--- src/common/lcd_drive_pkg.sv ---
// Behaviour
// RQ1 - frame frequency is the selected LCD clock divided by twenty-four
// RQ2 - oscillator pin low: internal oscillator runs and drives the clock pin
// RQ3 - oscillator pin high: clock pin is an input timing all drive logic
// RQ4 - system must always supply a clock, else panel sits in DC
// RQ5 - host holds serial data high after power-on so oscillator starts
// RQ6 - cascaded devices align frame phase through a shared sync line
// RQ7 - display latch holds one row of segment data for its whole phase
// RQ8 - forty segment outputs formed from backplane phase and latch bit
// RQ9 - four backplane waveforms follow the selected drive mode
// RQ10 - static mode for one backplane, two levels, no fractional bias
// RQ11 - static mode drives the same waveform on all four backplanes
// RQ12 - two-backplane mode supports half or third bias by configuration
// RQ13 - two-backplane mode: backplanes 0 and 2 match, 1 and 3 match
// RQ14 - three-backplane mode: backplane 3 repeats backplane 1
// RQ15 - four-backplane mode sequences all four backplanes at third bias
// RQ16 - multiplex ratio and bias come from the drive-configuration command
// RQ17 - half bias bypasses the middle element of the bias divider
// RQ18 - half bias is also allowed in three- and four-backplane modes
// RQ19 - reset: four-backplane third bias, display off, all outputs at supply
// RQ20 - rows step 0..3, 0..2, 0..1 or 0 only by mode
// RQ21 - sync resets the sequence to row 3, 2, 1 or 0 by mode
// RQ22 - each phase encodes output levels; polarity alternates per frame, no DC; code inverts the second half of each frame instead
package lcd_drive_pkg;

	// timing
	localparam int CLOCK_HZ        = 100_000_000;
	localparam int INT_OSC_HZ      = 1536;
	localparam int OSC_HALF_CYCLES = CLOCK_HZ / (2 * INT_OSC_HZ);
	localparam int FRAME_DIV       = 24;
	localparam int NUM_SEG         = 40;
	localparam int NUM_BP          = 4;

	// register map, byte addresses
	localparam logic [7:0] MODE_OFS     = 8'h00;
	localparam logic [7:0] STATUS_OFS   = 8'h04;
	localparam logic [7:0] RAM_BASE_OFS = 8'h10;
	localparam logic [7:0] RAM_END_OFS  = 8'h2C;

	// mode register fields and reset value
	localparam int         MODE_WIDTH = 4;
	localparam logic [3:0] MODE_RESET = 4'h3;

	// status register fields
	localparam int STAT_PHASE_LSB  = 0;
	localparam int STAT_ROW_LSB    = 4;
	localparam int STAT_INTOSC_BIT = 8;
	localparam int STAT_BYPASS_BIT = 9;

	// bus constants
	localparam logic [1:0] HTRANS_NONSEQ = 2'h2;

	typedef enum logic [1:0] {
		MUX_STATIC = 2'b00,
		MUX_2      = 2'b01,
		MUX_3      = 2'b10,
		MUX_4      = 2'b11
	} mux_type;

	// drive levels; under half bias LVL_LOW stands for the half level
	typedef enum logic [1:0] {
		LVL_VSS  = 2'b00,
		LVL_LOW  = 2'b01,
		LVL_HIGH = 2'b10,
		LVL_LCD  = 2'b11
	} level_type;

	typedef struct packed {
		logic    enable;
		logic    half;
		mux_type mux;
	} mode_type;

	typedef struct packed {
		level_type [NUM_BP-1:0]  bp;
		level_type [NUM_SEG-1:0] seg;
	} drive_type;

endpackage

--- src/hw/lcd_multiplex_drive.sv ---
// Chosen here: the address map and the AHB-Lite register port.
`timescale 1ns/1ps
`default_nettype none
module lcd_multiplex_drive #(
	parameter int OSC_HALF_CYCLES = lcd_drive_pkg::OSC_HALF_CYCLES
) (
	// system
	input  wire logic                   clock,
	input  wire logic                   rst,
	// ahb-lite slave
	input  wire logic                   hsel,
	input  wire logic [31:0]            haddr,
	input  wire logic [1:0]             htrans,
	input  wire logic                   hwrite,
	input  wire logic [2:0]             hsize,
	input  wire logic [31:0]            hwdata,
	input  wire logic                   hready,
	output logic                        hreadyout,
	output logic                        hresp,
	output logic [31:0]                 hrdata,
	// clock pins
	input  wire logic                   internal_oscillator_enable_pin,
	input  wire logic                   lcd_clk_in,
	output logic                        lcd_clk_out,
	output logic                        lcd_clk_oe,
	// cascade sync, open drain
	input  wire logic                   sync_in,
	output logic                        sync_out,
	output logic                        sync_oe,
	// panel drive
	output lcd_drive_pkg::drive_type    panel_drive,
	output logic                        divider_bypass
);
	import lcd_drive_pkg::*;

	// rows per frame half for a multiplex ratio
	function automatic logic [2:0] rows_of(input mux_type m);
		rows_of = {1'b0, m} + 3'h1;
	endfunction

	// clock ticks per phase: 24 / (2 * rows)
	function automatic logic [3:0] phase_len(input mux_type m);
		unique case (m)
			MUX_STATIC: phase_len = 4'hC;
			MUX_2:      phase_len = 4'h6;
			MUX_3:      phase_len = 4'h4;
			MUX_4:      phase_len = 4'h3;
		endcase
	endfunction

	// row addressed by a phase index
	function automatic logic [1:0] row_of(input logic [2:0] p, input mux_type m);
		if (p >= rows_of(m))
			row_of = 2'(p - rows_of(m));
		else
			row_of = p[1:0];
	endfunction

	function automatic logic is_ram(input logic [7:0] a);
		is_ram = (a >= RAM_BASE_OFS) && (a <= RAM_END_OFS);
	endfunction

	logic                            clk_tick;
	logic                            internal_sel;
	mode_type                        mode_ff;
	logic [NUM_BP-1:0][NUM_SEG-1:0]  ram_ff;
	logic [NUM_SEG-1:0]              latch_ff;
	logic [2:0]                      phase_ff;
	logic [3:0]                      sub_ff;
	logic                            sync_s1_ff;
	logic                            sync_s2_ff;
	logic                            sync_s3_ff;
	logic                            sync_oe_ff;
	drive_type                       drive_ff;
	logic                            bypass_ff;
	logic                            wr_pend_ff;
	logic [7:0]                      wr_addr_ff;
	logic [31:0]                     rdata_ff;
	logic                            addr_phase;
	logic [2:0]                      last_phase;
	logic                            sync_hit;
	logic                            phase_end;
	logic [2:0]                      nxt_phase;
	logic [2:0]                      wr_idx;
	logic [2:0]                      rd_idx;
	logic [7:0]                      rd_addr;

	lcd_clock_source #(
		.OSC_HALF_CYCLES(OSC_HALF_CYCLES)
	) u_clock_source (
		.clock                          (clock),
		.rst                            (rst),
		.internal_oscillator_enable_pin (internal_oscillator_enable_pin),
		.lcd_clk_in                     (lcd_clk_in),
		.lcd_clk_out                    (lcd_clk_out),
		.lcd_clk_oe                     (lcd_clk_oe),
		.clk_tick                       (clk_tick),
		.internal_sel                   (internal_sel)
	);

	// bus decode; only aligned word transfers are expected
	assign addr_phase = hsel && hready && (htrans == HTRANS_NONSEQ);
	assign rd_addr    = haddr[7:0];
	assign wr_idx     = 3'((wr_addr_ff - RAM_BASE_OFS) >> 2);
	assign rd_idx     = 3'((rd_addr - RAM_BASE_OFS) >> 2);

	// address phase capture for writes, data lands one cycle later
	always_ff @(posedge clock or posedge rst) begin
		if (rst) begin
			wr_pend_ff <= 1'b0;
			wr_addr_ff <= 8'h00;
		end else begin
			wr_pend_ff <= addr_phase && hwrite;
			if (addr_phase)
				wr_addr_ff <= haddr[7:0];
		end
	end

	// drive configuration command, from software
	always_ff @(posedge clock or posedge rst) begin
		if (rst)
			mode_ff <= mode_type'(MODE_RESET); // RQ19
		else if (wr_pend_ff && wr_addr_ff == MODE_OFS)
			mode_ff <= mode_type'(hwdata[MODE_WIDTH-1:0]); // RQ16 RQ12 RQ18
	end

	// display ram rows: low word then high byte per row
	always_ff @(posedge clock or posedge rst) begin
		if (rst) begin
			ram_ff <= '0;
		end else if (wr_pend_ff && is_ram(wr_addr_ff) && wr_addr_ff[1:0] == 2'h0) begin
			if (wr_idx[0])
				ram_ff[wr_idx[2:1]][NUM_SEG-1:32] <= hwdata[NUM_SEG-33:0];
			else
				ram_ff[wr_idx[2:1]][31:0] <= hwdata;
		end
	end

	// read data prepared in the address phase; unmapped reads give zero
	always_ff @(posedge clock or posedge rst) begin
		if (rst) begin
			rdata_ff <= 32'h0000_0000;
		end else if (addr_phase && !hwrite) begin
			rdata_ff <= 32'h0000_0000;
			if (rd_addr == MODE_OFS) begin
				rdata_ff[MODE_WIDTH-1:0] <= mode_ff;
			end else if (rd_addr == STATUS_OFS) begin
				rdata_ff[STAT_PHASE_LSB +: 3] <= phase_ff;
				rdata_ff[STAT_ROW_LSB +: 2]   <= row_of(phase_ff, mode_ff.mux);
				rdata_ff[STAT_INTOSC_BIT]     <= internal_sel;
				rdata_ff[STAT_BYPASS_BIT]     <= bypass_ff;
			end else if (is_ram(rd_addr) && rd_addr[1:0] == 2'h0) begin
				if (rd_idx[0])
					rdata_ff[NUM_SEG-33:0] <= ram_ff[rd_idx[2:1]][NUM_SEG-1:32];
				else
					rdata_ff <= ram_ff[rd_idx[2:1]][31:0];
			end
		end
	end

	// zero wait state slave, always OKAY
	assign hreadyout = 1'b1;
	assign hresp     = 1'b0;
	assign hrdata    = rdata_ff;

	// sync line from the cascade, two stages before any use
	always_ff @(posedge clock or posedge rst) begin
		if (rst) begin
			sync_s1_ff <= 1'b1;
			sync_s2_ff <= 1'b1;
			sync_s3_ff <= 1'b1;
		end else begin
			sync_s1_ff <= sync_in;
			sync_s2_ff <= sync_s1_ff;
			sync_s3_ff <= sync_s2_ff;
		end
	end

	// a falling sync from another device restarts us; our own echo lands
	// while already in the last phase and is ignored there
	assign last_phase = 3'((rows_of(mode_ff.mux) << 1) - 3'h1);
	assign sync_hit   = sync_s3_ff && !sync_s2_ff && (phase_ff != last_phase); // RQ21 RQ6
	assign phase_end  = clk_tick && (sub_ff >= phase_len(mode_ff.mux) - 4'h1);

	// next phase: rows in order, then the same rows inverted
	always_comb begin
		if (sync_hit)
			nxt_phase = last_phase; // RQ21
		else if (phase_end && phase_ff >= last_phase)
			nxt_phase = 3'h0; // RQ20
		else if (phase_end)
			nxt_phase = phase_ff + 3'h1; // RQ20
		else
			nxt_phase = phase_ff;
	end

	// phase sequencer, 2 x rows phases of 12 / rows ticks = 24 ticks a frame
	always_ff @(posedge clock or posedge rst) begin
		if (rst) begin
			phase_ff <= 3'h0;
			sub_ff   <= 4'h0;
		end else begin
			phase_ff <= nxt_phase;
			if (sync_hit || phase_end)
				sub_ff <= 4'h0; // RQ1
			else if (clk_tick)
				sub_ff <= sub_ff + 4'h1;
		end
	end

	// latch one ram row at each phase change and hold it through the phase
	always_ff @(posedge clock or posedge rst) begin
		if (rst)
			latch_ff <= '0;
		else if (nxt_phase != phase_ff)
			latch_ff <= ram_ff[row_of(nxt_phase, mode_ff.mux)]; // RQ7 RQ20
	end

	// sync is pulled low for the last phase so followers restart with us
	always_ff @(posedge clock or posedge rst) begin
		if (rst)
			sync_oe_ff <= 1'b0;
		else
			sync_oe_ff <= (nxt_phase == last_phase); // RQ6
	end

	assign sync_out = 1'b0;
	assign sync_oe  = sync_oe_ff;

	// level generation; a disabled display parks everything at the supply
	// so the panel never sees a dc offset
	always_ff @(posedge clock or posedge rst) begin
		if (rst) begin
			drive_ff <= {($bits(drive_type)){1'b1}}; // RQ19
		end else if (!mode_ff.enable) begin
			drive_ff <= {($bits(drive_type)){1'b1}}; // RQ19
		end else begin
			for (int i = 0; i < NUM_BP; i++) begin
				logic [1:0] src;
				logic       inv;
				src = 2'(i);
				inv = (phase_ff >= rows_of(mode_ff.mux)); // RQ22
				unique case (mode_ff.mux)
					MUX_STATIC: src = 2'h0; // RQ11
					MUX_2:      src = {1'b0, src[0]}; // RQ13
					MUX_3:      src = (src == 2'h3) ? 2'h1 : src; // RQ14
					MUX_4:      src = src; // RQ15
				endcase
				if (mode_ff.mux == MUX_STATIC)
					drive_ff.bp[i] <= inv ? LVL_LCD : LVL_VSS; // RQ10
				else if (src == row_of(phase_ff, mode_ff.mux))
					drive_ff.bp[i] <= inv ? LVL_VSS : LVL_LCD; // RQ9
				else if (mode_ff.half)
					drive_ff.bp[i] <= LVL_LOW; // RQ12
				else
					drive_ff.bp[i] <= inv ? LVL_HIGH : LVL_LOW; // RQ22
			end
			for (int s = 0; s < NUM_SEG; s++) begin
				logic inv_s;
				inv_s = (phase_ff >= rows_of(mode_ff.mux));
				if (mode_ff.mux == MUX_STATIC)
					drive_ff.seg[s] <= (latch_ff[s] ^ inv_s) ? LVL_LCD : LVL_VSS; // RQ8 RQ10
				else if (latch_ff[s])
					drive_ff.seg[s] <= inv_s ? LVL_LCD : LVL_VSS; // RQ8
				else if (mode_ff.half)
					drive_ff.seg[s] <= inv_s ? LVL_VSS : LVL_LCD; // RQ12 RQ18
				else
					drive_ff.seg[s] <= inv_s ? LVL_LOW : LVL_HIGH; // RQ22
			end
		end
	end

	// bias divider middle element shorted under half bias
	always_ff @(posedge clock or posedge rst) begin
		if (rst)
			bypass_ff <= 1'b0;
		else
			bypass_ff <= mode_ff.half; // RQ17
	end

	assign panel_drive    = drive_ff;
	assign divider_bypass = bypass_ff;

	// helper: ticks in a frame that saw no sync restart and no bus write
	logic [5:0] frame_ticks_ff;
	logic       frame_clean_ff;
	always_ff @(posedge clock or posedge rst) begin
		if (rst) begin
			frame_ticks_ff <= 6'h00;
			frame_clean_ff <= 1'b0;
		end else if (phase_end && phase_ff == last_phase) begin
			frame_ticks_ff <= 6'h00;
			frame_clean_ff <= 1'b1;
		end else begin
			if (clk_tick)
				frame_ticks_ff <= frame_ticks_ff + 6'h01;
			if (sync_hit || wr_pend_ff)
				frame_clean_ff <= 1'b0;
		end
	end

	chk_frame_div_24: assert property (@(posedge clock) disable iff (rst) // RQ1
		(phase_end && phase_ff == last_phase && frame_clean_ff) |-> frame_ticks_ff == 6'd23)
		else $error("frame did not last 24 LCD clock ticks");

	chk_sync_restart: assert property (@(posedge clock) disable iff (rst) // RQ21
		sync_hit |=> (phase_ff == $past(last_phase) && sub_ff == 4'h0))
		else $error("sync did not restart the row sequence");

	chk_sync_driven: assert property (@(posedge clock) disable iff (rst) // RQ6
		($changed(phase_ff) && phase_ff == last_phase && !$past(wr_pend_ff)) |-> (sync_oe && !sync_out))
		else $error("sync line not pulled in the last phase");

	chk_row_step: assert property (@(posedge clock) disable iff (rst) // RQ20
		(phase_end && !sync_hit && phase_ff < last_phase) |=> phase_ff == $past(phase_ff) + 3'h1)
		else $error("row sequence skipped a phase");

	chk_latch_row: assert property (@(posedge clock) disable iff (rst) // RQ7
		(phase_end && !sync_hit && !wr_pend_ff) |=> latch_ff == ram_ff[row_of(phase_ff, mode_ff.mux)])
		else $error("latch does not hold the addressed row");

	chk_static_bps: assert property (@(posedge clock) disable iff (rst) // RQ11
		(mode_ff.mux == MUX_STATIC) [*2] |->
		(drive_ff.bp[0] == drive_ff.bp[1] && drive_ff.bp[1] == drive_ff.bp[2]
		&& drive_ff.bp[2] == drive_ff.bp[3]))
		else $error("static backplanes differ");

	chk_dup_bps: assert property (@(posedge clock) disable iff (rst) // RQ13
		(mode_ff.mux == MUX_2) [*2] |->
		(drive_ff.bp[0] == drive_ff.bp[2] && drive_ff.bp[1] == drive_ff.bp[3]))
		else $error("two-backplane pairs differ");

	chk_tri_bp3: assert property (@(posedge clock) disable iff (rst) // RQ14
		(mode_ff.mux == MUX_3) [*2] |-> drive_ff.bp[3] == drive_ff.bp[1])
		else $error("backplane 3 does not repeat backplane 1");

	chk_off_levels: assert property (@(posedge clock) disable iff (rst) // RQ19
		(!mode_ff.enable) [*2] |-> (&drive_ff))
		else $error("disabled display not parked at supply level");

	chk_bias_bypass: assert property (@(posedge clock) disable iff (rst) // RQ17
		$changed(mode_ff.half) |=> divider_bypass == $past(mode_ff.half))
		else $error("divider bypass does not follow half bias");

endmodule
`default_nettype wire

--- src/hw/lcd_clock_source.sv ---
`timescale 1ns/1ps
`default_nettype none
module lcd_clock_source #(
	parameter int OSC_HALF_CYCLES = lcd_drive_pkg::OSC_HALF_CYCLES
) (
	// system
	input  wire logic clock,
	input  wire logic rst,
	// pins
	input  wire logic internal_oscillator_enable_pin,
	input  wire logic lcd_clk_in,
	output logic      lcd_clk_out,
	output logic      lcd_clk_oe,
	// to the sequencer
	output logic      clk_tick,
	output logic      internal_sel
);
	import lcd_drive_pkg::*;

	logic        osc_s1_ff;
	logic        osc_s2_ff;
	logic        ext_s1_ff;
	logic        ext_s2_ff;
	logic        ext_s3_ff;
	logic [15:0] div_ff;
	logic        osc_ff;
	logic        tick_ff;
	logic        sel_ff;

	// pins are asynchronous to the system clock, two stages each
	always_ff @(posedge clock or posedge rst) begin
		if (rst) begin
			osc_s1_ff <= 1'b1;
			osc_s2_ff <= 1'b1;
			ext_s1_ff <= 1'b0;
			ext_s2_ff <= 1'b0;
			ext_s3_ff <= 1'b0;
		end else begin
			osc_s1_ff <= internal_oscillator_enable_pin;
			osc_s2_ff <= osc_s1_ff;
			ext_s1_ff <= lcd_clk_in;
			ext_s2_ff <= ext_s1_ff;
			ext_s3_ff <= ext_s2_ff;
		end
	end

	// internal oscillator modelled as a divider of the system clock
	always_ff @(posedge clock or posedge rst) begin
		if (rst) begin
			div_ff <= 16'h0000;
			osc_ff <= 1'b0;
		end else if (div_ff == 16'(OSC_HALF_CYCLES - 1)) begin
			div_ff <= 16'h0000;
			osc_ff <= ~osc_ff;
		end else begin
			div_ff <= div_ff + 16'h0001;
		end
	end

	// source select and one tick per rising LCD clock edge
	always_ff @(posedge clock or posedge rst) begin
		if (rst) begin
			sel_ff  <= 1'b0;
			tick_ff <= 1'b0;
		end else begin
			sel_ff <= ~osc_s2_ff; // RQ2 RQ3
			if (sel_ff)
				tick_ff <= ~osc_ff && (div_ff == 16'(OSC_HALF_CYCLES - 1)); // RQ2
			else
				tick_ff <= ext_s2_ff && ~ext_s3_ff; // RQ3
		end
	end

	// clock pin only driven when running from the internal oscillator
	assign lcd_clk_out  = osc_ff;
	assign lcd_clk_oe   = sel_ff; // RQ2
	assign clk_tick     = tick_ff;
	assign internal_sel = sel_ff;

	chk_int_clk_out: assert property (@(posedge clock) disable iff (rst) // RQ2
		(!osc_s2_ff) [*2] |-> lcd_clk_oe)
		else $error("internal oscillator selected but clock pin not driven");

	chk_ext_clk_tick: assert property (@(posedge clock) disable iff (rst) // RQ3
		(!sel_ff && ext_s2_ff && !ext_s3_ff) |=> (clk_tick && !lcd_clk_oe))
		else $error("external clock edge did not produce a tick");

endmodule
`default_nettype wire

--- config.mk ---
export PLATFORM = sky130hd
export DESIGN_NAME = lcd_multiplex_drive
export DESIGN_NICKNAME = d
export VERILOG_FILES = /design/src/common/lcd_drive_pkg.sv /design/src/hw/lcd_multiplex_drive.sv /design/src/hw/lcd_clock_source.sv
export SDC_FILE = /design/constraint.sdc
export NUM_CORES = 1
export LEC_CHECK = 0
export BUFFER_PORTS_ARGS = -buffer_cell sky130_fd_sc_hd__buf_2
export CORE_UTILIZATION = 40
export DETAILED_ROUTE_END_ITERATION = 7
export PLACE_DENSITY = 0.57
export SETUP_SLACK_MARGIN = 0.2
export SYNTH_ARGS = -nofsm -noshare
export SYNTH_HDL_FRONTEND = slang
export SYNTH_SLANG_ARGS = --single-unit
--- constraint.sdc ---
create_clock -name clock -period 15.34 [get_ports clock]
set_input_delay 1.534 -clock clock [delete_from_list [all_inputs] [get_ports clock]]
set_output_delay 1.534 -clock clock [all_outputs]
set_load 0.05 [all_outputs]
; ---- Yosys cells after proc, flatten, opt, wreduce, memory -nomap -nowiden
; Cells that the tools add are included.
[word_totals]
register_bits = 369
latch_bits = 0
ramBits = 0
romBits = 0
in_bits = 77
out_inout_bits = 127
wordCells = 358
memories = 0
[op_classes]
add_sub_neg = 10
mul = 0
n_div = 0
n_lt_le_gt_ge = 12
n_eq_ne = 13
shifts = 0
muxes = 178
bitwise = 43
reduce_logical = 31
[ops]
columns = cell, n
row1 = bitwise mux 160 bit, 2
row2 = 2-to-1 mux 2 bit, 147
row3 = binary-select mux 40 bit (select 2 bit), 2
row4 = demux 40 bit (select 2 bit), 2
row5 = 2-to-1 mux 160 bit, 1
row6 = 2-to-1 mux 40 bit, 3
row7 = 2-to-1 mux 88 bit, 1
row8 = 2-to-1 mux 32 bit, 2
row9 = XOR 1 bit, 40
row10 = 2-to-1 mux 28 bit, 1
row11 = 2-to-1 mux 24 bit, 1
row12 = 2-to-1 mux 22 bit, 1
row13 = logical AND 1 bit, 17
row14 = "adder 16 x 1 -> 16 bit, second input constant", 1
row15 = "equality test 16 x 15 -> 1 bit, second input constant", 1
row16 = ">= comparator 8 x 5 -> 1 bit, second input constant", 2
row17 = "less-or-equal comparator 8 x 6 -> 1 bit, second input constant", 2
row18 = logical NOT 8 bit, 2
row19 = 2-to-1 mux 16 bit, 1
row20 = case mux 4 bit (4 select lines), 1
row21 = 2-to-1 mux 3 bit, 4
row22 = 2-to-1 mux 4 bit, 3
row23 = "subtractor 5 bit, second input constant", 2
row24 = >= comparator 3 bit, 3
row25 = 27 further kinds, 45

; ---- Longest topological paths before layout
; Gate-level depths: netlist of the first run.
[depth]
ltp_word = 13
depth_mapped = 20
mapped_depth_nobuf = 17

; ---- Cells and area by module
; Synthesis of the first run repeated with hierarchy kept, for this count alone.
[hier_totals]
cells_unflattened = 1430
hier_area_um2 = 18307.6
[modules_own_cells]
columns = module, n_inst, cells_each, area_per_inst_um2, seq_area_each_um2
row1 = lcd_multiplex_drive, 1, 1342, 17262.8, 8749.6
row2 = lcd_clock_source, 1, 88, 1044.8, 603.1

; ---- Least setup slack after synthesis of the first run
; No wires, ideal clock.
[synth_path]
path_type = register -> register
startpoint = register mode_ff[0] (netlist name)
endpoint = register latch_ff[10]
setup_time_ns = 0.125
arrival_ns = 4.084
required_ns = 15.215
setup_slack_ns = 11.131
path_stages_with_launch = 21
path_buffers = 3
synth_period_minus_slack_ns = 4.209
path_cell_list = dfstp_2 inv_1 ha_1 clkinv_1 clkbuf_1 ha_1 a21oi_1 o21a_1 a211oi_1 o22ai_1 nor2_1 a21oi_1 ha_1 a21oi_1 o21ai_1 o32a_1 buf_1 clkbuf_1 a311oi_1 a32oi_1 mux2_2
[synth_via]
elab_chain_len = 13
elab_cells_between_ends = 24
classes_between = add/sub: 4 / order compare: 3 / eq/ne: 5 / mux: 8 / reduce/logical: 4
[synth_lines]
columns = item, line_no
row1 = from (decl), lcd_multiplex_drive.sv:65  ; mode_type mode_ff;
row2 = from (signal assigned), lcd_multiplex_drive.sv:122  ; mode_ff <= mode_type'(MODE_RESET);
row3 = from (signal assigned), lcd_multiplex_drive.sv:124  ; mode_ff <= mode_type'(hwdata[MODE_WIDTH-1:0]);
row4 = "equality test 2 bit, or another cell as far along", lcd_multiplex_drive.sv:43  ; unique case (m)
row5 = case mux 4 bit (4 select lines), lcd_multiplex_drive.sv:43
row6 = subtractor 4 x 1 -> 4 bit, lcd_multiplex_drive.sv:183  ; assign phase_end = clk_tick && (sub_ff >= phase_len(mode_ff.mux) - 4'h1);
row7 = >= comparator 4 bit, lcd_multiplex_drive.sv:183
row8 = logical AND 1 bit, lcd_multiplex_drive.sv:183
row9 = 2-to-1 mux 3 bit or logical AND 1 bit (tied branches), "lcd_multiplex_drive.sv:191, lcd_multiplex_drive.sv:189"
row10 = 2-to-1 mux 3 bit, lcd_multiplex_drive.sv:189  ; else if (phase_end && phase_ff >= last_phase)
row11 = 2-to-1 mux 3 bit (*), lcd_multiplex_drive.sv:187  ; if (sync_hit)
row12 = via nxt_phase[2], lcd_multiplex_drive.sv:83  ; logic [2:0] nxt_phase;
row13 = >= comparator 3 bit, lcd_multiplex_drive.sv:53  ; if (p >= rows_of(m))
row14 = 2-to-1 mux 2 bit, lcd_multiplex_drive.sv:53
row15 = 2-to-1 mux 2 bit, lcd_multiplex_drive.sv:215  ; else if (nxt_phase != phase_ff)
row16 = binary-select mux 40 bit (select 2 bit), lcd_multiplex_drive.sv:216  ; latch_ff <= ram_ff[row_of(nxt_phase, mode_ff.mux)];
row17 = 2-to-1 mux 40 bit (not written as such), lcd_multiplex_drive.sv:216
row18 = to (signal assigned), lcd_multiplex_drive.sv:216
row19 = to (decl), lcd_multiplex_drive.sv:67  ; logic [NUM_SEG-1:0] latch_ff;
; Mark *: on every way through the listed nets, which the timed path passes. The rest lies on a longest branch. The select of a mux whose other input is x is not followed.
; A chain may end at the register's enable or synchronous reset.

; ---- Worst setup path in the final report of the first run
[layout_path]
startpoint = register mode_ff[0] (netlist name)
endpoint = register latch_ff[15]
[layout_via]
elab_chain_len = 13
elab_cells_between_ends = 24
classes_between = add/sub: 4 / order compare: 3 / eq/ne: 5 / mux: 8 / reduce/logical: 4
[layout_lines]
columns = item, line_no
row1 = "equality test 2 bit, or another cell as far along", lcd_multiplex_drive.sv:43
row2 = case mux 4 bit (4 select lines), lcd_multiplex_drive.sv:43
row3 = subtractor 4 x 1 -> 4 bit, lcd_multiplex_drive.sv:183
row4 = >= comparator 4 bit, lcd_multiplex_drive.sv:183
row5 = logical AND 1 bit, lcd_multiplex_drive.sv:183
row6 = 2-to-1 mux 3 bit or logical AND 1 bit (tied branches), "lcd_multiplex_drive.sv:191, lcd_multiplex_drive.sv:189"
row7 = 2-to-1 mux 3 bit, lcd_multiplex_drive.sv:189
row8 = 2-to-1 mux 3 bit (*), lcd_multiplex_drive.sv:187
row9 = via nxt_phase[0], lcd_multiplex_drive.sv:83
row10 = >= comparator 3 bit or subtractor 2 bit (tied branches), "lcd_multiplex_drive.sv:53, lcd_multiplex_drive.sv:54"
row11 = 2-to-1 mux 2 bit, lcd_multiplex_drive.sv:53
row12 = 2-to-1 mux 2 bit, lcd_multiplex_drive.sv:215
row13 = binary-select mux 40 bit (select 2 bit), lcd_multiplex_drive.sv:216
row14 = 2-to-1 mux 40 bit (not written as such), lcd_multiplex_drive.sv:216
; Marked as above.

==> reports/results.ini, run 1 <==
[cts]
cts.root.buffer_cell = clkbuf_16
cts_resized = 0
clk_pin_slew_ps = 60
clk_path_buf_depth = 3
holdBufCountCts = 0
cts_tree = built
cts-buffers-inserted = 43
clock_latency_ps = 560
clock_sinks = 369
post_cts_buffers = 0
cts-htree-levels = 2

[grt]
grt_pass1_wl_mm = 74.6
grt_max_degree = 173
grt.overflow.total = 0
grt.total_usage_pct = 20.5
grt_pass1_vias = 12584
antenna_found_initial = 5

[place]
gp_congestion = 0.784
placedCellCount = 2235
port_buffers = 173
dp_hpwl_mm = 29.6

[timing]
fmax_mhz = 156
slew_headroom_pct = 26.3
setup_viol = 0
clock_skew_ps = 15.9
tightest_slew_ps = 1110
finalMaxSlewViolations = 0
whs_ps = 356
finalSetupTns_ps = 0
hold_viol_final = 0
fin_crit_sh_pct = 41.7
min_period_ps = 6400
grt_setup_unrepaired = no

[setup_path]
ff2ff_setup_slack_ps = 8940
r2r_cells = 19
critPathCaptureType = register
worstPathMaxFanout = 50
path_cells = inv_1, ha_2, buf_4, clkinv_1, ha_1, a21oi_1, o21ai_2, a21oi_1, nor2_1, nand2_1, inv_1, ha_1, nor2b_1, o21ai_1, a211oi_4, buf_4, or2_2, a32oi_1, mux2_2
rr_endpoint = latch_ff[15]
crit_family = compound AO/OA/AOI/OAI gates
crit_required_ps = 15790
max_stage_delay_ps = 970
slowest_stage = or2_2
r2r_start = mode_ff[0]
crit_buf_inv = 5
critPathArrivalTime_ps = 6850
path_class = register to register
cp-start-kind = register

[synthesis]
ys_seq_area_share_pct = 50.9
synth_mux_area_share_pct = 20.6
ys_top_cells_by_area = dfrtp_1 37%, dfstp_2 14%, mux2_2 13%, mux4_2 4.9%, xnor2_1 4.5%
synth_cells = 1567
synthAdderAreaFrac_pct = 1.57
synth_common_cells = 274 x dfrtp_1, 210 x mux2_2, 147 x o21ai_0
synth_top_family_by_area = multiplexers
synth-main-ff-cell = dfrtp_1
synth_xor_area_share_pct = 5.05
yosys.area.top_type_share_pct = 37.3
synthesis.area_sq_mm = 0.0184
synth_cell_types = 70
yosysMostFrequentCell = dfrtp_1
synth-edff-count = 0
synth_compound_area_share_pct = 10.5
synth-simple-area-share_pct = 7.91
ys_warn_count = 0
synth_top_area_cell = dfrtp_1
synth-seq-cells = 369
syn-mean-instance-area_sq_um = 11.7
async_reset_ff_share_pct = 100

[floorplan]
die_x_um = 216
start_util_pct = 40.5
rows = 78
dieArea_sq_mm = 0.0468
die_h_um = 216
coreArea_sq_mm = 0.0454
ioPinCount = 204

[detailed_routing]
drt_iter0_drc = 902
dr_total_vias = 12839
via_per_inst = 5.55
dr.pass1.iters = 5
totalWireLength_mm = 47.8
avgRoutedWirePerCell_um = 20.6
drc = 0
ant_nets = 0

[layout]
layout-drive-gt1-share_pct = 37.1
n_antenna_cell = 0
layout.nets = 1780
fin_cells = 2314
area_growth_pct = 15.4

[flow_run]
drv_cap = 0

[pwr]
p_per_area_mw_per_mm2 = 223
p_leak_nw = 8.60
vdd_ir_drop_max_mv = 0.230

[outcome]
status = finished, final reports clean

[hold_path]
hold_path_end = u_clock_source.osc_s2_ff
hold_path_class = register to register
holdPathStages = 0
hp-start = u_clock_source.osc_s1_ff

==> registers in the layout (all words and copies together) (netlist names), 3 cells and up <==
register / count
ram_ff: 160
panel_drive: 88
latch_ff: 40
hrdata: 32
u_clock_source.div_ff: 16
wr_addr_ff: 8
mode_ff: 4
sub_ff: 4
phase_ff: 3
==> where the power goes <==
part	total [mW]	internal [mW]	switching, mW
logic	2.38	0.862	1.51
registers	1.27	1.13	0.145
clock network	1.07	0.668	0.406
total	4.72	2.66	2.07
==> per-stage QoR <==
| step | util (%) | setup slack [ps] | power [mW] | instance area (sq um) |
|---|---|---|---|---|
| 6_report | 46.8 | 8940 | 4.72 | 21200 |
| 5_1_grt | 46.8 | 8550 | 4.99 | 21200 |
| 4_1_cts | 46.8 | 8990 | 4.73 | 21200 |
| 3_5_place_dp | 43.4 | 9000 | 3.64 | 19700 |
| 3_3_place_gp | 43.4 | 9090 | 3.59 | 19700 |
| 2_1_floorplan | - | 3720 | 3.05 | 18400 |
==> worst reg2reg max path, stage by stage, from the launching register on <==
cell,delay (ps)
dfstp_2,420
inv_1,240
ha_2,220
buf_4,460
clkinv_1,210
ha_1,320
a21oi_1,210
o21ai_2,140
a21oi_1,390
nor2_1,130
nand2_1,110
inv_1,50
ha_1,340
nor2b_1,190
o21ai_1,220
a211oi_4,200
buf_4,570
or2_2,990
a32oi_1,480
mux2_2,400
==> cells in the final DEF, fill, tap and decap left out, types with 4 or more instances in the layout <==
master | Yosys | final
dfrtp_1 | 274 | 273
bufinv_16 | 0 | 4
clkbuf_16 | 0 | 48
ha_1 | 23 | 22
a21oi_1 | 11 | 11
and3_1 | 4 | 4
o21ai_0 | 147 | 147
buf_4 | 3 | 21
buf_2 | 21 | 173
o21ai_1 | 20 | 19
nand2_1 | 117 | 117
nand3b_1 | 4 | 4
a311oi_1 | 40 | 40
nor2_1 | 105 | 104
nand3_1 | 50 | 50
clkbuf_8 | 0 | 7
a21o_1 | 5 | 5
xor2_1 | 11 | 11
dfstp_2 | 95 | 95
nand2b_1 | 8 | 7
mux2i_1 | 50 | 50
xnor2_1 | 95 | 94
nor2b_1 | 6 | 6
mux2_2 | 210 | 210
mux4_2 | 40 | 40
inv_1 | 18 | 17
nand4_1 | 4 | 4
clkinv_2 | 0 | 8
clkbuf_1 | 83 | 10
a32oi_1 | 42 | 42
==> area by class of cell <==
class / count / area (sq um)
Clock inverter: 14 / 176
Fill cell: 4142 / 24200
Inverter: 20 / 82.6
Clock buffer: 65 / 1340
Sequential cell: 369 / 9350
Timing Repair Buffer: 195 / 1040
Multi-Input combinational cell: 1051 / 8480
Tap cell: 600 / 751
==> per-layer routing <==
layer	routed length, um	global-route usage (%)	vias up
met4	1230	7.11	8
met1	22300	29.5	6466
li1	-	-	5870
met5	47	0	-
met3	2770	3.41	89
met2	21400	31.4	406
==> cells by family (layout without fill, tap and decap cells) <==
family / count (synthesis) / count (layout)
compound gates: 295 / 295
xor+xnor: 106 / 106
fa+ha+maj: 23 / 23
buf+inv: 148 / 294
flops: 369 / 369
mux: 301 / 301
other cells: 2 / 3
simple gates: 323 / 323
==> worst max-delay path by stage <==
stage | from | end | cells after the start
2_1_floorplan | rst | divider_bypass | 1
3_3_place_gp | mode_ff[0] | latch_ff[15] | 19
3_5_place_dp | mode_ff[0] | latch_ff[15] | 19
4_1_cts | mode_ff[0] | latch_ff[15] | 19
5_1_grt | mode_ff[0] | latch_ff[15] | 19
6_report | mode_ff[0] | latch_ff[15] | 19
(Power assumes the default switching activity.)
==> inputs of run 2 (changes only) <==
--- a/config.mk
+++ b/config.mk
@@ -8,7 +8,7 @@
 export BUFFER_PORTS_ARGS = -buffer_cell sky130_fd_sc_hd__buf_2
 export CORE_UTILIZATION = 40
 export DETAILED_ROUTE_END_ITERATION = 7
-export PLACE_DENSITY = 0.57
+export PLACE_DENSITY = 0.59
 export SETUP_SLACK_MARGIN = 0.2
 export SYNTH_ARGS = -nofsm -noshare
 export SYNTH_HDL_FRONTEND = slang
==> constraint.sdc (replaced) <==
create_clock -name clock -period 5.7 [get_ports clock]
set_input_delay 0.57 -clock clock [delete_from_list [all_inputs] [get_ports clock]]
set_output_delay 0.57 -clock clock [all_outputs]
set_load 0.05 [all_outputs]
==> run 2 against run 1 <==
Compared with the run above:
- non-clock buffer count up 7
- hold slack worse by 240 ps
- count of clock-buffer cells in the layout down 4
- die area unchanged
- wire length up 1.1%
- sequential share of layout area down 0.15 points
- critical path type unchanged
==> reports/results.ini, run 2 (synthesis results as in run 1) <==
[place]
preCtsSetupSlack_ps = 552  ; -8450 ps
port_buffers = 173  ; unchanged
dp_hpwl_mm = 30.6  ; +3.4%
gp_congestion = 0.830  ; +5.9%
placedCellCount = 2242  ; +0.31%
placed_area_sq_mm = 0.0198  ; +0.63%

[cts]
cts_tree = built
clock_latency_ps = 570  ; about the same
holdBufCountCts = 0  ; unchanged
clock_sinks = 369  ; unchanged
cts-buffers-inserted = 42  ; -2.3%
clk_path_buf_depth = 3  ; unchanged
cts_resized = 0  ; unchanged
clk_pin_slew_ps = 60  ; about the same
cts.root.buffer_cell = clkbuf_16
cts-htree-levels = 2  ; unchanged
post_cts_buffers = 0  ; unchanged

[setup_path]
slowest_stage = dfstp_2
path_cells = inv_1, ha_1, xnor2_1, ha_1, nand3_1, nand3b_1, nor2_1, a21oi_2, ha_1, nor2b_1, nor3_1, o32a_2, buf_12, a311oi_1, a32oi_1, mux2_2
cp_common_cell = ha_1
worstPathMaxFanout = 34  ; -32%
critPathCaptureType = register
crit_required_ps = 6210  ; -9580 ps
cp-start-kind = register
critPathArrivalTime_ps = 5770  ; -1080 ps
path_class = register to register
max_stage_delay_ps = 630  ; -340 ps

[grt]
grt_pass1_vias = 12566  ; -0.14%
grt_max_degree = 158  ; -8.7%
grt.total_usage_pct = 20.7  ; +0.17 points
antenna_found_initial = 8  ; +3
grt_pass1_wl_mm = 75.0  ; +0.65%
grt.overflow.total = 0  ; unchanged

[floorplan]
die_x_um = 216  ; unchanged
dieArea_sq_mm = 0.0468  ; unchanged
ioPinCount = 204  ; unchanged
rows = 78  ; unchanged
die_h_um = 216  ; unchanged
start_util_pct = 40.5  ; unchanged
coreArea_sq_mm = 0.0454  ; unchanged

[layout]
regMostFlops = ram_ff
num-fill-cells = 4125  ; -0.41%
largest_reg_flops = 160  ; unchanged
fin_cells = 2319  ; +0.22%
layout_common_cells = 273 x dfrtp_1, 210 x mux2_2, 173 x buf_2
layout_commonest_cell = dfrtp_1
layout.nets = 1786  ; +0.34%
design_area_sq_mm = 0.0213  ; +0.33%
n_antenna_cell = 0  ; unchanged
layout-drive-gt1-share_pct = 37.3  ; +0.24 points
area_growth_pct = 15.8

[detailed_routing]
totalWireLength_mm = 48.3  ; +1.1%
avgRoutedWirePerCell_um = 20.8  ; +0.93%
dr.pass1.iters = 5  ; unchanged
drc = 0  ; unchanged
via_per_inst = 5.57  ; +0.46%
drt_iter0_drc = 1011  ; +12%
ant_nets = 0  ; unchanged
dr_total_vias = 12926  ; +0.68%

[pwr]
p_per_area_mw_per_mm2 = 606  ; +170%
vdd_ir_drop_max_mv = 0.579  ; +150%
p_leak_nw = 8.63  ; +0.36%

[flow_run]
drv_cap = 0  ; unchanged

[hold_path]
hold_path_class = input port to register

[timing]
grt_setup_unrepaired = no
fin_crit_sh_pct = 92.3  ; +51 points
fmax_mhz = 190  ; +22%
clock_skew_ps = 20.2  ; +4.30 ps
finalMaxSlewViolations = 0  ; unchanged
whs_ps = 113  ; -243 ps
min_period_ps = 5260  ; -1140 ps
setup_ws_ps = 442  ; -8500 ps
tightest_slew_ps = 1070  ; -30.5 ps
setup_viol = 0  ; unchanged
hold_viol_final = 0  ; unchanged
finalSetupTns_ps = 0  ; unchanged
slew_headroom_pct = 28.4  ; +2.0 points

[outcome]
status = finished, final reports clean

-- run 2: report_power, final --
group,switching (mW),leakage (nW),internal [mW],total [mW]
Clock,1.09,0.722,1.73,2.82
Combinational,4.13,3.55,2.53,6.66
Sequential,0.394,4.36,3.03,3.42
Total,5.61,8.63,7.29,12.9
-- run 2: final timing paths --
kind	from	end	slack, ps	cells past startpoint
max	mode_ff[0]	latch_ff[19]	440	16
min	lcd_clk_in	u_clock_source.ext_s1_ff	110	1
max reg2reg	mode_ff[0]	latch_ff[19]	440	16
min reg2reg	sync_s1_ff	sync_s2_ff	340	0
max in group asynchronous	rst	ram_ff[38]	4110	3
min in group asynchronous	rst	hrdata[9]	190	2
-- run 2: final cells by class --
cell class | count | area [sq um] | share of cell area [%]
clock buffer | 61 | 1270 | 5.95
timing repair buffer | 202 | 1180 | 5.56
multi-input combinational | 1051 | 8460 | 39.8
sequential | 369 | 9350 | 43.9
clock inverter | 16 | 190 | 0.893
tap | 600 | 751 | 3.53
inverter | 20 | 78.8 | 0.370
-- run 2: metrics by stage --
step	util, %	power [mW]
2_1_floorplan	-	8.22
3_3_place_gp	43.7	9.92
3_5_place_dp	43.7	10.0
4_1_cts	46.9	12.9
5_1_grt	46.9	13.6
6_report	46.9	12.9
-- run 2: per-layer routing --
metal / global-route usage [%] / part of all wire, %
met1: 29.9 / 46
met5: 0 / 0.15
met4: 6.17 / 1.8
met3: 4.25 / 6.2
met2: 31.2 / 46
-- run 2: worst max-delay path, delay by kind of cell, from the launching register on --
kind / cells / cell delay [ps]
AOI/OAI and AO/OA: 4 / 1210
DFF: 1 / 630
adders and majority gates: 3 / 1010
and+or+nand+nor: 5 / 1260
xor gates and xnor gates: 1 / 320
muxes: 1 / 240
buffers and inverters: 2 / 470
==> inputs of run 3 (changes only) <==
--- a/config.mk
+++ b/config.mk
@@ -5,6 +5,7 @@
 export SDC_FILE = /design/constraint.sdc
 export NUM_CORES = 1
 export LEC_CHECK = 0
+export ABC_AREA = 1
 export BUFFER_PORTS_ARGS = -buffer_cell sky130_fd_sc_hd__buf_2
 export CORE_UTILIZATION = 40
 export DETAILED_ROUTE_END_ITERATION = 7
==> run 3 against run 2 <==
Compared with the run above:
- global-route usage rose by 1.3 points
- critical path depth rose by 5
- die area rose by 1.5%
- cell count rose by 34%
- clock skew fell by 5.4 ps
- utilization rose by 0.083 points
- sequential cell count did not move
- largest cell class unchanged
==> reports/results.ini, run 3 <==
[timing]
setup_viol = 0  ; unchanged
tightest_slew_ps = 1190  ; +113 ps
hold_viol_final = 0  ; unchanged
finalSetupTns_ps = 0  ; unchanged
clock_skew_ps = 14.8  ; -5.42 ps
whs_ps = 99.2  ; -13.9 ps
slew_headroom_pct = 20.8  ; -7.5 points
fin_crit_sh_pct = 89.7  ; -2.5 points
setup_ws_ps = 586  ; +144 ps
fmax_mhz = 196  ; +2.8%
min_period_ps = 5110  ; -144 ps
finalMaxSlewViolations = 0  ; unchanged
grt_setup_unrepaired = no

[synthesis]
synth_compound_area_share_pct = 12.0  ; +1.5 points
yosys.area.top_type_share_pct = 36.7  ; -0.55 points
async_reset_ff_share_pct = 100  ; unchanged
synth_top_family_by_area = simple AND/OR/NAND/NOR gates
synth_xor_area_share_pct = 2.44  ; -2.6 points
synth_mux_area_share_pct = 0.0603  ; -20 points
synth-simple-area-share_pct = 25.7  ; +18 points
synth-edff-count = 0  ; unchanged
ys_seq_area_share_pct = 50.1  ; -0.75 points
synth-main-ff-cell = dfrtp_1
synthesis.area_sq_mm = 0.0187  ; +1.5%
synth_top_area_cell = dfrtp_1
syn-mean-instance-area_sq_um = 7.84  ; -33%
ys_top_cells_by_area = dfrtp_1 37%, dfstp_2 13%, nand2_1 13%, nand3_1 8.9%, o21ai_0 8.5%
yosysMostFrequentCell = nand2_1
synth_common_cells = 658 x nand2_1, 331 x nand3_1, 318 x o21ai_0
ys_warn_count = 0  ; unchanged
synth_cells = 2380  ; +52%
synthAdderAreaFrac_pct = 1.54  ; -0.023 points
synth_cell_types = 42  ; -40%
synth-seq-cells = 369  ; unchanged

[setup_path]
ff2ff_setup_slack_ps = 590  ; +140 ps
max_stage_delay_ps = 620  ; about the same
cp-start-kind = register
endpoint = latch_ff[20]
crit_buf_inv = 3  ; +1
critPathCaptureType = register
cp-startpoint = mode_ff[0]
rr_endpoint = latch_ff[20]
path_cells = inv_1, ha_1, xnor2_1, ha_1, nand3_1, nand3_1, nand2_1, inv_1, nand3_1, nand2_1, ha_1, a21oi_1, nand2_1, a21oi_1, or2_2, buf_6, nand3_1, nand3_1, nand2_1, nand2_1, nand2_1
critPathArrivalTime_ps = 5570  ; -200 ps
crit_family = simple AND/OR/NAND/NOR gates
r2r_cells = 21  ; +5
cp_common_cell = nand2_1
cp_num_cells = 21  ; +5
r2r_start = mode_ff[0]
slowest_stage = dfstp_2
crit_required_ps = 6160  ; -50 ps
path_class = register to register
worstPathMaxFanout = 80  ; +140%

[layout]
layout.nets = 2576  ; +44%
largest_reg_flops = 160  ; unchanged
area_growth_pct = 15.0
layout_commonest_cell = nand2_1
regMostFlops = ram_ff
layout_common_cells = 658 x nand2_1, 329 x nand3_1, 318 x o21ai_0
n_antenna_cell = 0  ; unchanged
layout-drive-gt1-share_pct = 17.0  ; -20 points
num-fill-cells = 4510  ; +9.3%
design_area_sq_mm = 0.0215  ; +0.82%

[cts]
post_cts_buffers = 0  ; unchanged
cts-htree-levels = 2  ; unchanged
clock_latency_ps = 570  ; about the same
clk_pin_slew_ps = 60  ; about the same
clock_sinks = 369  ; unchanged
clk_path_buf_depth = 3  ; unchanged
cts_tree = built
cts.root.buffer_cell = clkbuf_16
cts-buffers-inserted = 43  ; +2.4%

[detailed_routing]
dr_total_vias = 15949  ; +23%
ant_nets = 0  ; unchanged
via_per_inst = 5.13  ; -8.0%
dr.pass1.iters = 6  ; +1
avgRoutedWirePerCell_um = 16.6  ; -20%
drc = 0  ; unchanged
totalWireLength_mm = 51.7  ; +7.1%
drt_iter0_drc = 1342  ; +33%

[hold_path]
hp-start = sync_in
holdPathStages = 1  ; unchanged
hold_path_class = input port to register

[grt]
grt.overflow.total = 0  ; unchanged
grt_pass1_vias = 15111  ; +20%
grt.total_usage_pct = 22.0  ; +1.3 points
antenna_found_initial = 0  ; -8
grt_max_degree = 141  ; -11%
grt_pass1_wl_mm = 82.4  ; +9.8%

[place]
placed_area_sq_mm = 0.0200  ; +0.69%
gp_congestion = 0.821  ; -1.1%
preCtsSetupSlack_ps = 631  ; +79.0 ps
port_buffers = 173  ; unchanged
dp_hpwl_mm = 31.6  ; +3.4%

[floorplan]
rows = 78  ; unchanged
dieArea_sq_mm = 0.0475  ; +1.5%
start_util_pct = 40.9  ; +0.34 points
die_h_um = 218  ; +0.74%
die_x_um = 218  ; +0.74%
ioPinCount = 204  ; unchanged
coreArea_sq_mm = 0.0457  ; +0.65%

[outcome]
status = finished, final reports clean

[flow_run]
drv_cap = 0  ; unchanged

[run 3: logic make-up (layout without fill, tap and decap cells)]
| family | count (synthesis) | count (layout) |
|---|---|---|
| AO/OA/AOI/OAI | 431 | 431 |
| flip-flops | 369 | 369 |
| AND/OR/NAND/NOR | 1105 | 1105 |
| buffers and inverters | 397 | 525 |
| multiplexers | 1 | 1 |
| XOR/XNOR | 52 | 52 |
| other | 2 | 3 |
| adder cells (fa/ha/maj) | 23 | 23 |
[run 3: worst min path at each step]
stage / to / slack (ps)
after floorplan: u_clock_source.ext_s2_ff / 330
after global placement: u_clock_source.ext_s2_ff / 330
after global routing: sync_s1_ff / 80
final: sync_s1_ff / 100
after detailed placement: u_clock_source.ext_s2_ff / 350
after CTS: sync_s1_ff / 70
[run 3: per-stage QoR]
step,instances,util (%)
global placement,3031,43.7
detailed placement,3031,43.7
global route,3109,47.0
finish,3109,47.0
floorplan,2381,-
CTS,3109,47.0
[run 3: layout make-up]
cell class / instances / area, sq um / area share (%)
inverters: 248 / 935 / 4.35
repair buffers: 199 / 1110 / 5.19
clock inverters: 16 / 191 / 0.892
multi-input cells: 1615 / 7830 / 36.5
flip-flops and latches: 369 / 9350 / 43.6
well taps: 600 / 751 / 3.50
clock buffers: 62 / 1290 / 6.02
[run 3: per-layer routing]
layer / up-vias / track usage, % / routed length (um)
met5: - / 0 / 0
met4: 0 / 6.50 / 1170
met3: 84 / 4.69 / 3730
met2: 485 / 33.7 / 22900
met1: 7514 / 31.2 / 23900
li1: 7866 / - / -
[run 3: timing repair]
action,in CTS,in global routing
hold buffers,0,0
endpoints found under the setup margin,0,35
endpoints found under the hold margin,0,0
resized for setup,0,2
Power of run 3 is left out: the tool's default activity adds up to more than one toggle a clock period on the data nets, which glitch-free logic cannot reach.
